<file path="src/fsc_pkg.sv">
// Contract
// - Host checks suspension by reading status at an erasing-sector address.
// - Host issues no program sequence while erase is suspended.
// - Fast mode programs with A0h then one address/data write, no unlocks.
// - In fast mode host writes only fast program or fast mode reset.
// - High voltage on reset pin, 60h then 60h at group pattern protects.
// - Verify 40h then read; bit 0 one means protected, else repeat.
// - Host ends group protection by returning reset pin to logic high.
// - Host leaves query mode by the read/reset command.
// - In secure mode host issues only secure program, protect or exit; the host guard refuses protect there, allowing secure program, exit and read.
// - Secure programming uses ordinary program and polling; no program suspend.
`default_nettype none
package fsc_pkg;
	localparam int CLK_NS = 20;
	// ----------------------------------------
	// Bus timing
	// ----------------------------------------
	localparam int T_WP_NS       = 60;
	localparam int T_RD_NS       = 100;
	localparam int T_SUSP_US     = 20;
	localparam int T_PROT_US     = 250;
	localparam int WP_CYC        = (T_WP_NS + CLK_NS - 1) / CLK_NS;
	// Three extra cycles cover the pin register and the data synchroniser
	localparam int RD_CYC        = (T_RD_NS + CLK_NS - 1) / CLK_NS + 3;
	localparam int SUSP_WAIT_CYC = T_SUSP_US * 1000 / CLK_NS;
	localparam int PROT_WAIT_CYC = T_PROT_US * 1000 / CLK_NS;
	localparam int PROT_TRIES    = 25;
	// ----------------------------------------
	// Codes and addresses
	// ----------------------------------------
	localparam logic [15:0] C_UNLK1 = 16'h00aa;
	localparam logic [15:0] C_UNLK2 = 16'h0055;
	localparam logic [15:0] C_SUSP  = 16'h00b0;
	localparam logic [15:0] C_RESUM = 16'h0030;
	localparam logic [15:0] C_PROG  = 16'h00a0;
	localparam logic [15:0] C_FAST  = 16'h0020;
	localparam logic [15:0] C_FRST1 = 16'h0090;
	localparam logic [15:0] C_FRST2 = 16'h0000;
	localparam logic [15:0] C_GPROT = 16'h0060;
	localparam logic [15:0] C_GVER  = 16'h0040;
	localparam logic [15:0] C_QUERY = 16'h0098;
	localparam logic [15:0] C_RESET = 16'h00f0;
	localparam logic [15:0] C_OTPIN = 16'h0088;
	localparam logic [15:0] C_OTPX1 = 16'h0090;
	localparam logic [15:0] C_OTPX2 = 16'h0000;
	localparam logic [15:0] C_POLL1 = 16'h0080;
	localparam logic [21:0] A_UNLK1 = 22'h000555;
	localparam logic [21:0] A_UNLK2 = 22'h0002aa;
	localparam logic [21:0] A_QUERY = 22'h000055;
	// ----------------------------------------
	// Types
	// ----------------------------------------
	typedef enum logic [3:0] {
		OP_READ, OP_PROGRAM, OP_SUSPEND, OP_RESUME, OP_FAST_ENTER, OP_FAST_PROG,
		OP_FAST_EXIT, OP_PROTECT, OP_QUERY, OP_RESET, OP_OTP_ENTER, OP_OTP_EXIT,
		OP_OTP_PROG
	} fsc_op_t;
	typedef enum logic [2:0] {K_END, K_WR, K_RD, K_POLL, K_VERIFY, K_WAIT} fsc_kind_t;
	typedef struct packed {
		fsc_op_t     op;
		logic [21:0] addr;
		logic [15:0] data;
	} fsc_req_t;
	typedef struct packed {
		fsc_kind_t   kind;
		logic [21:0] addr;
		logic [15:0] data;
	} fsc_step_t;
	typedef struct packed {
		logic        ce_n;
		logic        oe_n;
		logic        we_n;
		logic [21:0] addr;
		logic [15:0] dq;
		logic        dq_oe_n;
		logic        vid_en;
	} fsc_pins_t;
	typedef struct packed {
		logic susp;
		logic fast;
		logic query;
		logic otp;
	} fsc_mode_t;
endpackage
`default_nettype wire

</file>
<file path="src/fsc_host.sv">
`timescale 1ns/1ns
`default_nettype none
module fsc_host #(
	parameter int PROTECT_WAIT_CYC = fsc_pkg::PROT_WAIT_CYC
) (
	// Clock and reset
	input  wire logic              clk_sys_i,
	input  wire logic              resetn_i,
	// User side
	input  wire logic              req_valid_i,
	input  wire fsc_pkg::fsc_req_t req_i,
	output logic                   busy_o,
	output logic                   done_o,
	output logic                   refused_o,
	output logic                   fail_o,
	output logic [15:0]            rd_data_o,
	output fsc_pkg::fsc_mode_t     mode_o,
	// Flash pins
	output fsc_pkg::fsc_pins_t     flash_o,
	input  wire logic [15:0]       dq_i
);
	typedef enum logic [4:0] {
		S_IDLE = 5'h01, S_FETCH = 5'h02, S_WR = 5'h04, S_RD = 5'h08, S_WAIT = 5'h10
	} fsc_state_t;

	fsc_state_t         st;
	fsc_pkg::fsc_op_t   cur_op;
	logic [21:0]        cur_addr;
	logic [15:0]        cur_data;
	logic [2:0]         idx;
	logic [7:0]         cnt;
	logic [15:0]        wcnt;
	logic [4:0]         tries;
	logic [15:0]        dq_s1;
	logic [15:0]        dq_s2;
	fsc_pkg::fsc_pins_t next_pins;

	function automatic fsc_pkg::fsc_step_t mk(fsc_pkg::fsc_kind_t k, logic [21:0] a,
		logic [15:0] d);
		mk = '{kind: k, addr: a, data: d};
	endfunction

	// Unlock pair followed by a third write at the first unlock address
	function automatic fsc_pkg::fsc_step_t unl(logic [2:0] i, logic [15:0] c);
		case (i)
		3'd0: unl = mk(fsc_pkg::K_WR, fsc_pkg::A_UNLK1, fsc_pkg::C_UNLK1);
		3'd1: unl = mk(fsc_pkg::K_WR, fsc_pkg::A_UNLK2, fsc_pkg::C_UNLK2);
		default: unl = mk(fsc_pkg::K_WR, fsc_pkg::A_UNLK1, c);
		endcase
	endfunction

	function automatic fsc_pkg::fsc_step_t step_of(fsc_pkg::fsc_op_t op, logic [2:0] i,
		logic [21:0] a, logic [15:0] d);
		logic [21:0] g;
		g = {a[21:7], 1'b0, a[5:4], 4'h2};
		step_of = mk(fsc_pkg::K_END, a, d);
		case (op)
		fsc_pkg::OP_READ:
			if (i == 3'd0) step_of = mk(fsc_pkg::K_RD, a, d);
		fsc_pkg::OP_PROGRAM, fsc_pkg::OP_OTP_PROG:
			if (i < 3'd3) step_of = unl(i, fsc_pkg::C_PROG);
			else if (i == 3'd3) step_of = mk(fsc_pkg::K_WR, a, d);
			else if (i == 3'd4) step_of = mk(fsc_pkg::K_POLL, a, d);
		fsc_pkg::OP_SUSPEND:
			if (i == 3'd0) step_of = mk(fsc_pkg::K_WR, a, fsc_pkg::C_SUSP);
			else if (i == 3'd1) step_of = mk(fsc_pkg::K_WAIT, a, d);
			else if (i == 3'd2) step_of = mk(fsc_pkg::K_POLL, a, fsc_pkg::C_POLL1);
		fsc_pkg::OP_RESUME:
			if (i == 3'd0) step_of = mk(fsc_pkg::K_WR, a, fsc_pkg::C_RESUM);
		fsc_pkg::OP_FAST_ENTER:
			if (i < 3'd3) step_of = unl(i, fsc_pkg::C_FAST);
		fsc_pkg::OP_FAST_PROG:
			if (i == 3'd0) step_of = mk(fsc_pkg::K_WR, a, fsc_pkg::C_PROG);
			else if (i == 3'd1) step_of = mk(fsc_pkg::K_WR, a, d);
			else if (i == 3'd2) step_of = mk(fsc_pkg::K_POLL, a, d);
		fsc_pkg::OP_FAST_EXIT:
			if (i == 3'd0) step_of = mk(fsc_pkg::K_WR, a, fsc_pkg::C_FRST1);
			else if (i == 3'd1) step_of = mk(fsc_pkg::K_WR, a, fsc_pkg::C_FRST2);
		fsc_pkg::OP_PROTECT:
			if (i < 3'd2) step_of = mk(fsc_pkg::K_WR, g, fsc_pkg::C_GPROT);
			else if (i == 3'd2) step_of = mk(fsc_pkg::K_WAIT, g, d);
			else if (i == 3'd3) step_of = mk(fsc_pkg::K_WR, g, fsc_pkg::C_GVER);
			else if (i == 3'd4) step_of = mk(fsc_pkg::K_VERIFY, g, d);
		fsc_pkg::OP_QUERY:
			if (i == 3'd0) step_of = mk(fsc_pkg::K_WR, fsc_pkg::A_QUERY, fsc_pkg::C_QUERY);
		fsc_pkg::OP_RESET:
			if (i == 3'd0) step_of = mk(fsc_pkg::K_WR, a, fsc_pkg::C_RESET);
		fsc_pkg::OP_OTP_ENTER:
			if (i < 3'd3) step_of = unl(i, fsc_pkg::C_OTPIN);
		fsc_pkg::OP_OTP_EXIT:
			if (i < 3'd3) step_of = unl(i, fsc_pkg::C_OTPX1);
			else if (i == 3'd3) step_of = mk(fsc_pkg::K_WR, a, fsc_pkg::C_OTPX2);
		default:
			step_of = mk(fsc_pkg::K_END, a, d);
		endcase
	endfunction

	// Host side guard: what each mode lets through
	function automatic logic allowed(fsc_pkg::fsc_op_t op, fsc_pkg::fsc_mode_t m);
		allowed = 1'b1;
		if (op == fsc_pkg::OP_READ) allowed = 1'b1;
		else if (m.fast) allowed = (op == fsc_pkg::OP_FAST_PROG) ||
			(op == fsc_pkg::OP_FAST_EXIT);
		else if (m.otp) allowed = (op == fsc_pkg::OP_OTP_PROG) ||
			(op == fsc_pkg::OP_OTP_EXIT);
		else if (m.query) allowed = (op == fsc_pkg::OP_RESET);
		else if (m.susp) allowed = (op == fsc_pkg::OP_RESUME) ||
			(op == fsc_pkg::OP_SUSPEND);
		else allowed = (op != fsc_pkg::OP_RESUME) && (op != fsc_pkg::OP_FAST_PROG) &&
			(op != fsc_pkg::OP_FAST_EXIT) && (op != fsc_pkg::OP_OTP_PROG) &&
			(op != fsc_pkg::OP_OTP_EXIT);
	endfunction

	// ----------------------------------------
	// Decode
	// ----------------------------------------
	wire fsc_pkg::fsc_step_t stp    = step_of(cur_op, idx, cur_addr, cur_data);
	wire                     take   = req_valid_i && !busy_o;
	wire                     ok     = allowed(req_i.op, mode_o);
	wire                     wr_end = (st == S_WR) && (cnt == 8'(fsc_pkg::WP_CYC + 1));
	wire                     rd_end = (st == S_RD) && (cnt == 8'(fsc_pkg::RD_CYC - 1));
	wire                     we_on  = (st == S_WR) && (cnt != 8'd0) &&
		(cnt <= 8'(fsc_pkg::WP_CYC));
	wire                     fin    = (st == S_FETCH) && (stp.kind == fsc_pkg::K_END);
	wire                     pass   = (stp.kind == fsc_pkg::K_POLL) ?
		(dq_s2[7] == stp.data[7]) : (stp.kind != fsc_pkg::K_VERIFY) || dq_s2[0];
	wire                     retry  = !pass && (stp.kind == fsc_pkg::K_VERIFY) &&
		(tries < 5'(fsc_pkg::PROT_TRIES - 1));

	always_comb begin
		next_pins         = flash_o;
		next_pins.ce_n    = !((st == S_WR) || (st == S_RD));
		next_pins.oe_n    = !(st == S_RD);
		next_pins.we_n    = !we_on;
		next_pins.dq_oe_n = !(st == S_WR);
		next_pins.addr    = stp.addr;
		next_pins.dq      = stp.data;
		// Reset pin returns to logic high once protection ends
		next_pins.vid_en  = (take && ok && (req_i.op == fsc_pkg::OP_PROTECT)) ||
			(flash_o.vid_en && !fin);
	end

	// ----------------------------------------
	// Sequencer
	// ----------------------------------------
	always_ff @(posedge clk_sys_i or negedge resetn_i) begin
		if (!resetn_i) begin
			dq_s1 <= 16'h0000;
			dq_s2 <= 16'h0000;
			flash_o <= '{ce_n: 1'b1, oe_n: 1'b1, we_n: 1'b1, addr: '0, dq: '0,
				dq_oe_n: 1'b1, vid_en: 1'b0};
		end else begin
			dq_s1 <= dq_i;
			dq_s2 <= dq_s1;
			flash_o <= next_pins;
		end
	end

	always_ff @(posedge clk_sys_i or negedge resetn_i) begin
		if (!resetn_i) begin
			st <= S_IDLE;
			cur_op <= fsc_pkg::OP_READ;
			cur_addr <= 22'h000000;
			cur_data <= 16'h0000;
			idx <= 3'd0;
			cnt <= 8'h00;
			wcnt <= 16'h0000;
			tries <= 5'h00;
			busy_o <= 1'b0;
			done_o <= 1'b0;
			refused_o <= 1'b0;
			fail_o <= 1'b0;
			rd_data_o <= 16'h0000;
			mode_o <= '0;
		end else begin
			done_o <= fin || (take && !ok);
			refused_o <= take && !ok;
			cnt <= cnt + 8'h01;
			case (st)
			S_IDLE: begin
				if (take && ok) begin
					cur_op <= req_i.op;
					cur_addr <= req_i.addr;
					cur_data <= req_i.data;
					idx <= 3'd0;
					tries <= 5'h00;
					fail_o <= 1'b0;
					busy_o <= 1'b1;
					st <= S_FETCH;
				end
			end
			S_FETCH: begin
				cnt <= 8'h00;
				wcnt <= (cur_op == fsc_pkg::OP_PROTECT) ? 16'(PROTECT_WAIT_CYC - 1) :
					16'(fsc_pkg::SUSP_WAIT_CYC - 1);
				case (stp.kind)
				fsc_pkg::K_WR:   st <= S_WR;
				fsc_pkg::K_WAIT: st <= S_WAIT;
				fsc_pkg::K_END: begin
					busy_o <= 1'b0;
					st <= S_IDLE;
					case (cur_op)
					fsc_pkg::OP_SUSPEND:    mode_o.susp <= 1'b1;
					fsc_pkg::OP_RESUME:     mode_o.susp <= 1'b0;
					fsc_pkg::OP_FAST_ENTER: mode_o.fast <= 1'b1;
					fsc_pkg::OP_FAST_EXIT:  mode_o.fast <= 1'b0;
					fsc_pkg::OP_QUERY:      mode_o.query <= 1'b1;
					fsc_pkg::OP_RESET:      mode_o.query <= 1'b0;
					fsc_pkg::OP_OTP_ENTER:  mode_o.otp <= 1'b1;
					fsc_pkg::OP_OTP_EXIT:   mode_o.otp <= 1'b0;
					default:                mode_o <= mode_o;
					endcase
				end
				default: st <= S_RD;
				endcase
			end
			S_WR: begin
				if (wr_end) begin
					idx <= idx + 3'd1;
					st <= S_FETCH;
				end
			end
			S_RD: begin
				if (rd_end) begin
					rd_data_o <= dq_s2;
					st <= S_FETCH;
					if (retry) begin
						tries <= tries + 5'h01;
						idx <= 3'd1;
					end else if (pass || (stp.kind == fsc_pkg::K_VERIFY)) begin
						fail_o <= !pass;
						idx <= idx + 3'd1;
					end
				end
			end
			S_WAIT: begin
				wcnt <= wcnt - 16'h0001;
				if (wcnt == 16'h0000) begin
					idx <= idx + 3'd1;
					st <= S_FETCH;
				end
			end
			default: st <= S_IDLE;
			endcase
		end
	end
endmodule
`default_nettype wire

</file>
<file path="config.mk">
export PLATFORM = sky130hd
export DESIGN_NAME = fsc_host
export DESIGN_NICKNAME = d
export VERILOG_FILES = /design/src/fsc_pkg.sv /design/src/fsc_host.sv
export SDC_FILE = /design/constraint.sdc
export NUM_CORES = 1
export LEC_CHECK = 0
export ABC_CLOCK_PERIOD_IN_PS = 4250
export BUFFER_PORTS_ARGS = -buffer_cell sky130_fd_sc_hd__clkbuf_2
export CORE_MARGIN = 2
export CORE_UTILIZATION = 50
export CTS_BUF_LIST = sky130_fd_sc_hd__clkbuf_4 sky130_fd_sc_hd__clkbuf_8
export CTS_CLUSTER_DIAMETER = 150
export DETAILED_ROUTE_END_ITERATION = 7
export GPL_TIMING_DRIVEN = 0
export MAX_ROUTING_LAYER = met4
export PLACE_DENSITY_LB_ADDON = 0.1
export SLEW_MARGIN = 20
export SYNTH_ARGS = -nofsm -noshare
export SYNTH_HDL_FRONTEND = slang
export SYNTH_SLANG_ARGS = --single-unit
</file>
<file path="constraint.sdc">
create_clock -name clk_sys_i -period 4.25 [get_ports clk_sys_i]
set_input_delay 0.85 -clock clk_sys_i [delete_from_list [all_inputs] [get_ports clk_sys_i]]
set_output_delay 0.85 -clock clk_sys_i [all_outputs]
set_load 0.05 [all_outputs]
</file>
==> reports/metrics.yaml <==
sta:
  fmax_ghz: 0.297
  slew_violations: 0
  fin_worst_skew_ps: 21.9
  final_hold_viol_count: 0
  setup_viol: 0
  finalCriticalPeriod_ps: 3370
  tightestPinTransition_ps: 766
  period_share: 0.792
  slew_headroom: 0.482
  rsz0062_at_grt: "no"
cells_and_area:
  finalNonFillerCells: 1084
  finalCoreUtilization: 0.594
  fillCellCount: 1391
  drive_gt1_frac: 0.306
  num-nets-final: 925
  area_growth_pct: 16.6
  diodes: 0
power:
  p_int_mw: 3.75
  swShare: 0.455
  power.density_nw_per_um2: 736
  ir_worst_vdd_uv: 435
  p_sw_mw: 3.13
  p_leak_nw: 4.39
  comb_power_share: 0.466
  clock_power_share: 0.167
  pwr-share-seq: 0.367
route:
  drt_iter0_drc: 342
  wl_per_cell_um: 18.4
  num_vias: 6200
  dr.pass1.iters: 5
  totalWireLength_mm: 19.9
  drc: 0
  antenna_left: 0
  vias_per_cell: 5.72
synth:
  yosysTopAreaCellShare: 0.539
  ys.flop_type: "dfrtp_1"
  ys_ff_latch: 178
  async_reset_ff_frac: 1.00
  synth_area_leader_cell: "dfrtp_1"
  syn_inst: 709
  syn_avg_cell_area_um2: 11.3
  syn_area_um2: 8030
  synth.most_common_cell: "dfrtp_1"
  yosysUniqueCellTypes: 77
  yosysWarningCount: 0
  synthTopCellsByArea: "dfrtp_1, mux2_2, o21ai_0, nor2_1, a21oi_1"
  synth_nets: 779
  ys_top_cells_by_count: "dfrtp_1, mux2_2, nor2_1"
  synth_edf_count: 0
  ys_seq_area_frac: 0.556
critical_path:
  end_kind: "flip-flop"
  required_ps: 4570
  arrival_ps: 3690
  crit_type: "flip-flop to flip-flop"
  crit_start: "idx[2]$_DFFE_PN0P_"
  path_cells: "buf_4, buf_2, inv_1, ha_1, buf_2, nor3b_1, a211o_1, a21oi_1, or4_4, or4_4, buf_6, o31ai_4, o41ai_2"
  cp_max_fo: 10
  reg2reg_from: "idx[2]$_DFFE_PN0P_"
  cp-endpoint: "mode_o[3]$_DFFE_PN0P_"
  reg2reg_depth: 13
  critPathSlowestCell: "or4_4"
  critPathBufInv: 5
  cp.depth: 13
  start_kind: "flip-flop"
  cpLargestDelayFamily: "simple AND/OR/NAND/NOR gates"
  cp_slowest_stage_delay_ps: 550
  r2r_setup_slack_ps: 880
  r2r-end: "mode_o[3]$_DFFE_PN0P_"
clock_network:
  clock_latency_ps: 470
  clock-root-buffer: "clkbuf_8"
  cts.sinks: 178
  cts_tree: "built"
  htree_levels: 4
  holdBufCountCts: 0
  cts_max_path_buffers: 2
  postCtsSetupRepairBufs: 0
  cts-resized-gates: 0
  path_clk_slew_ps: 90
  cts_made_buffers: 17
flow_run:
  cap_violations: 0
die:
  die_h_um: 131
  core-area_um2: 15800
  die_area_um2: 17100
  rows: 46
  die_w_um: 131
  pin_count: 128
  start_util: 0.509
grt:
  grt_pass1_wl_mm: 31.4
  antenna_found_initial: 0
  grt_max_degree: 98
  grt_overflow: 0
  grt_pass1_vias: 6187
  globalRouteTotalUtil: 0.247
placed_design:
  gp_congestion: 0.936
  portBuffers: 126
  dp_cells: 1052
  dpl.hpwl_mm: 14.4
hold_path:
  hold_class: "flip-flop to flip-flop"
status:
  status: "finished clean"
worst min path at each step:
stage | startpoint | endpoint | slack, ps | cells past startpoint
floorplan | dq_s1[0]$_DFF_PN0_ | dq_s2[0]$_DFF_PN0_ | 330 | 0
global placement | dq_s1[4]$_DFF_PN0_ | dq_s2[4]$_DFF_PN0_ | 330 | 0
detailed placement | dq_s1[9]$_DFF_PN0_ | dq_s2[9]$_DFF_PN0_ | 340 | 0
CTS | dq_s1[9]$_DFF_PN0_ | dq_s2[9]$_DFF_PN0_ | 360 | 0
global route | dq_s1[9]$_DFF_PN0_ | dq_s2[9]$_DFF_PN0_ | 370 | 0
finish | dq_s1[7]$_DFF_PN0_ | dq_s2[7]$_DFF_PN0_ | 360 | 0
final cells by class:
cell class	instances	area, um^2	area share
Multi-Input combinational cell	479	3310	0.353
Clock inverter	15	164	0.0175
Clock buffer	17	234	0.0250
Sequential cell	178	4460	0.477
Tap cell	216	270	0.0289
Timing Repair Buffer	127	667	0.0712
Inverter	13	48.8	0.00521
Buffer	39	209	0.0223
through the flow:
stage	area, um^2	setup TNS, ps	hold WS (ps)	power [mW]	setup slack [ps]
final	9360	0	358	6.88	884
after floorplan	8030	0	331	4.84	1230
after detailed placement	8960	0	336	5.74	911
after global routing	9360	0	365	7.28	552
after global placement	8930	-112540	331	5.67	-671
after CTS	9360	0	358	6.90	906
cells by family (layout without fill, tap and decap cells):
group	count (synthesis)	in the layout	share of synthesized area
and+or+nand+nor	234	234	0.162
adders and majority gates	9	9	0.0140
AOI/OAI and AO/OA	164	164	0.138
muxes	63	63	0.0879
buffers and inverters	52	211	0.0321
xor gates and xnor gates	9	9	0.00982
DFF	178	178	0.556
flip-flops by register name (all words and copies together) (netlist names):
| signal | cells |
|---|---|
| st | 5 |
| cur_data | 16 |
| wcnt | 16 |
| rd_data_o | 16 |
| cur_op | 4 |
| busy_o | 1 |
| mode_o | 4 |
| idx | 3 |
| dq_s2 | 16 |
| fail_o | 1 |
| tries | 5 |
| refused_o | 1 |
| dq_s1 | 16 |
| flash_o | 43 |
| done_o | 1 |
| cur_addr | 22 |
| cnt | 8 |
metal layers:
metal  share of wire  global-route usage  wire [um]  up-vias
met4           0.016              0.0701        309        0
met5               0                   -          0        -
met2            0.48               0.387       9630      222
met3           0.061              0.0578       1210       26
met1            0.44               0.326       8770     3098
li1                -                   -          -     2854
power groups by stage:
| stage | registers, mW | logic, mW | clock network (mW) |
|---|---|---|---|
| 3_5_place_dp | 2.56 | 3.18 | 0 |
| 4_1_cts | 2.53 | 3.19 | 1.18 |
| 6_report | 2.53 | 3.21 | 1.15 |
| 2_1_floorplan | 3.13 | 1.71 | 0 |
| 3_3_place_gp | 2.53 | 3.14 | 0 |
| 5_1_grt | 2.60 | 3.44 | 1.24 |
cell usage in the layout (no fill, tap or decap), drive strengths merged, types with 10 or more instances in the layout:
cell	Yosys	layout
a21o	10	10
a21oi	37	37
and2	23	23
and3	10	10
buf	25	26
clkbuf	14	157
dfrtp	173	173
inv	13	19
mux2	60	60
nand2	40	40
nand2b	13	13
nand3	21	21
nor2	53	53
nor2b	11	11
nor3	11	11
o21ai	43	43
Note: power is estimated with default switching activity, not from simulation.
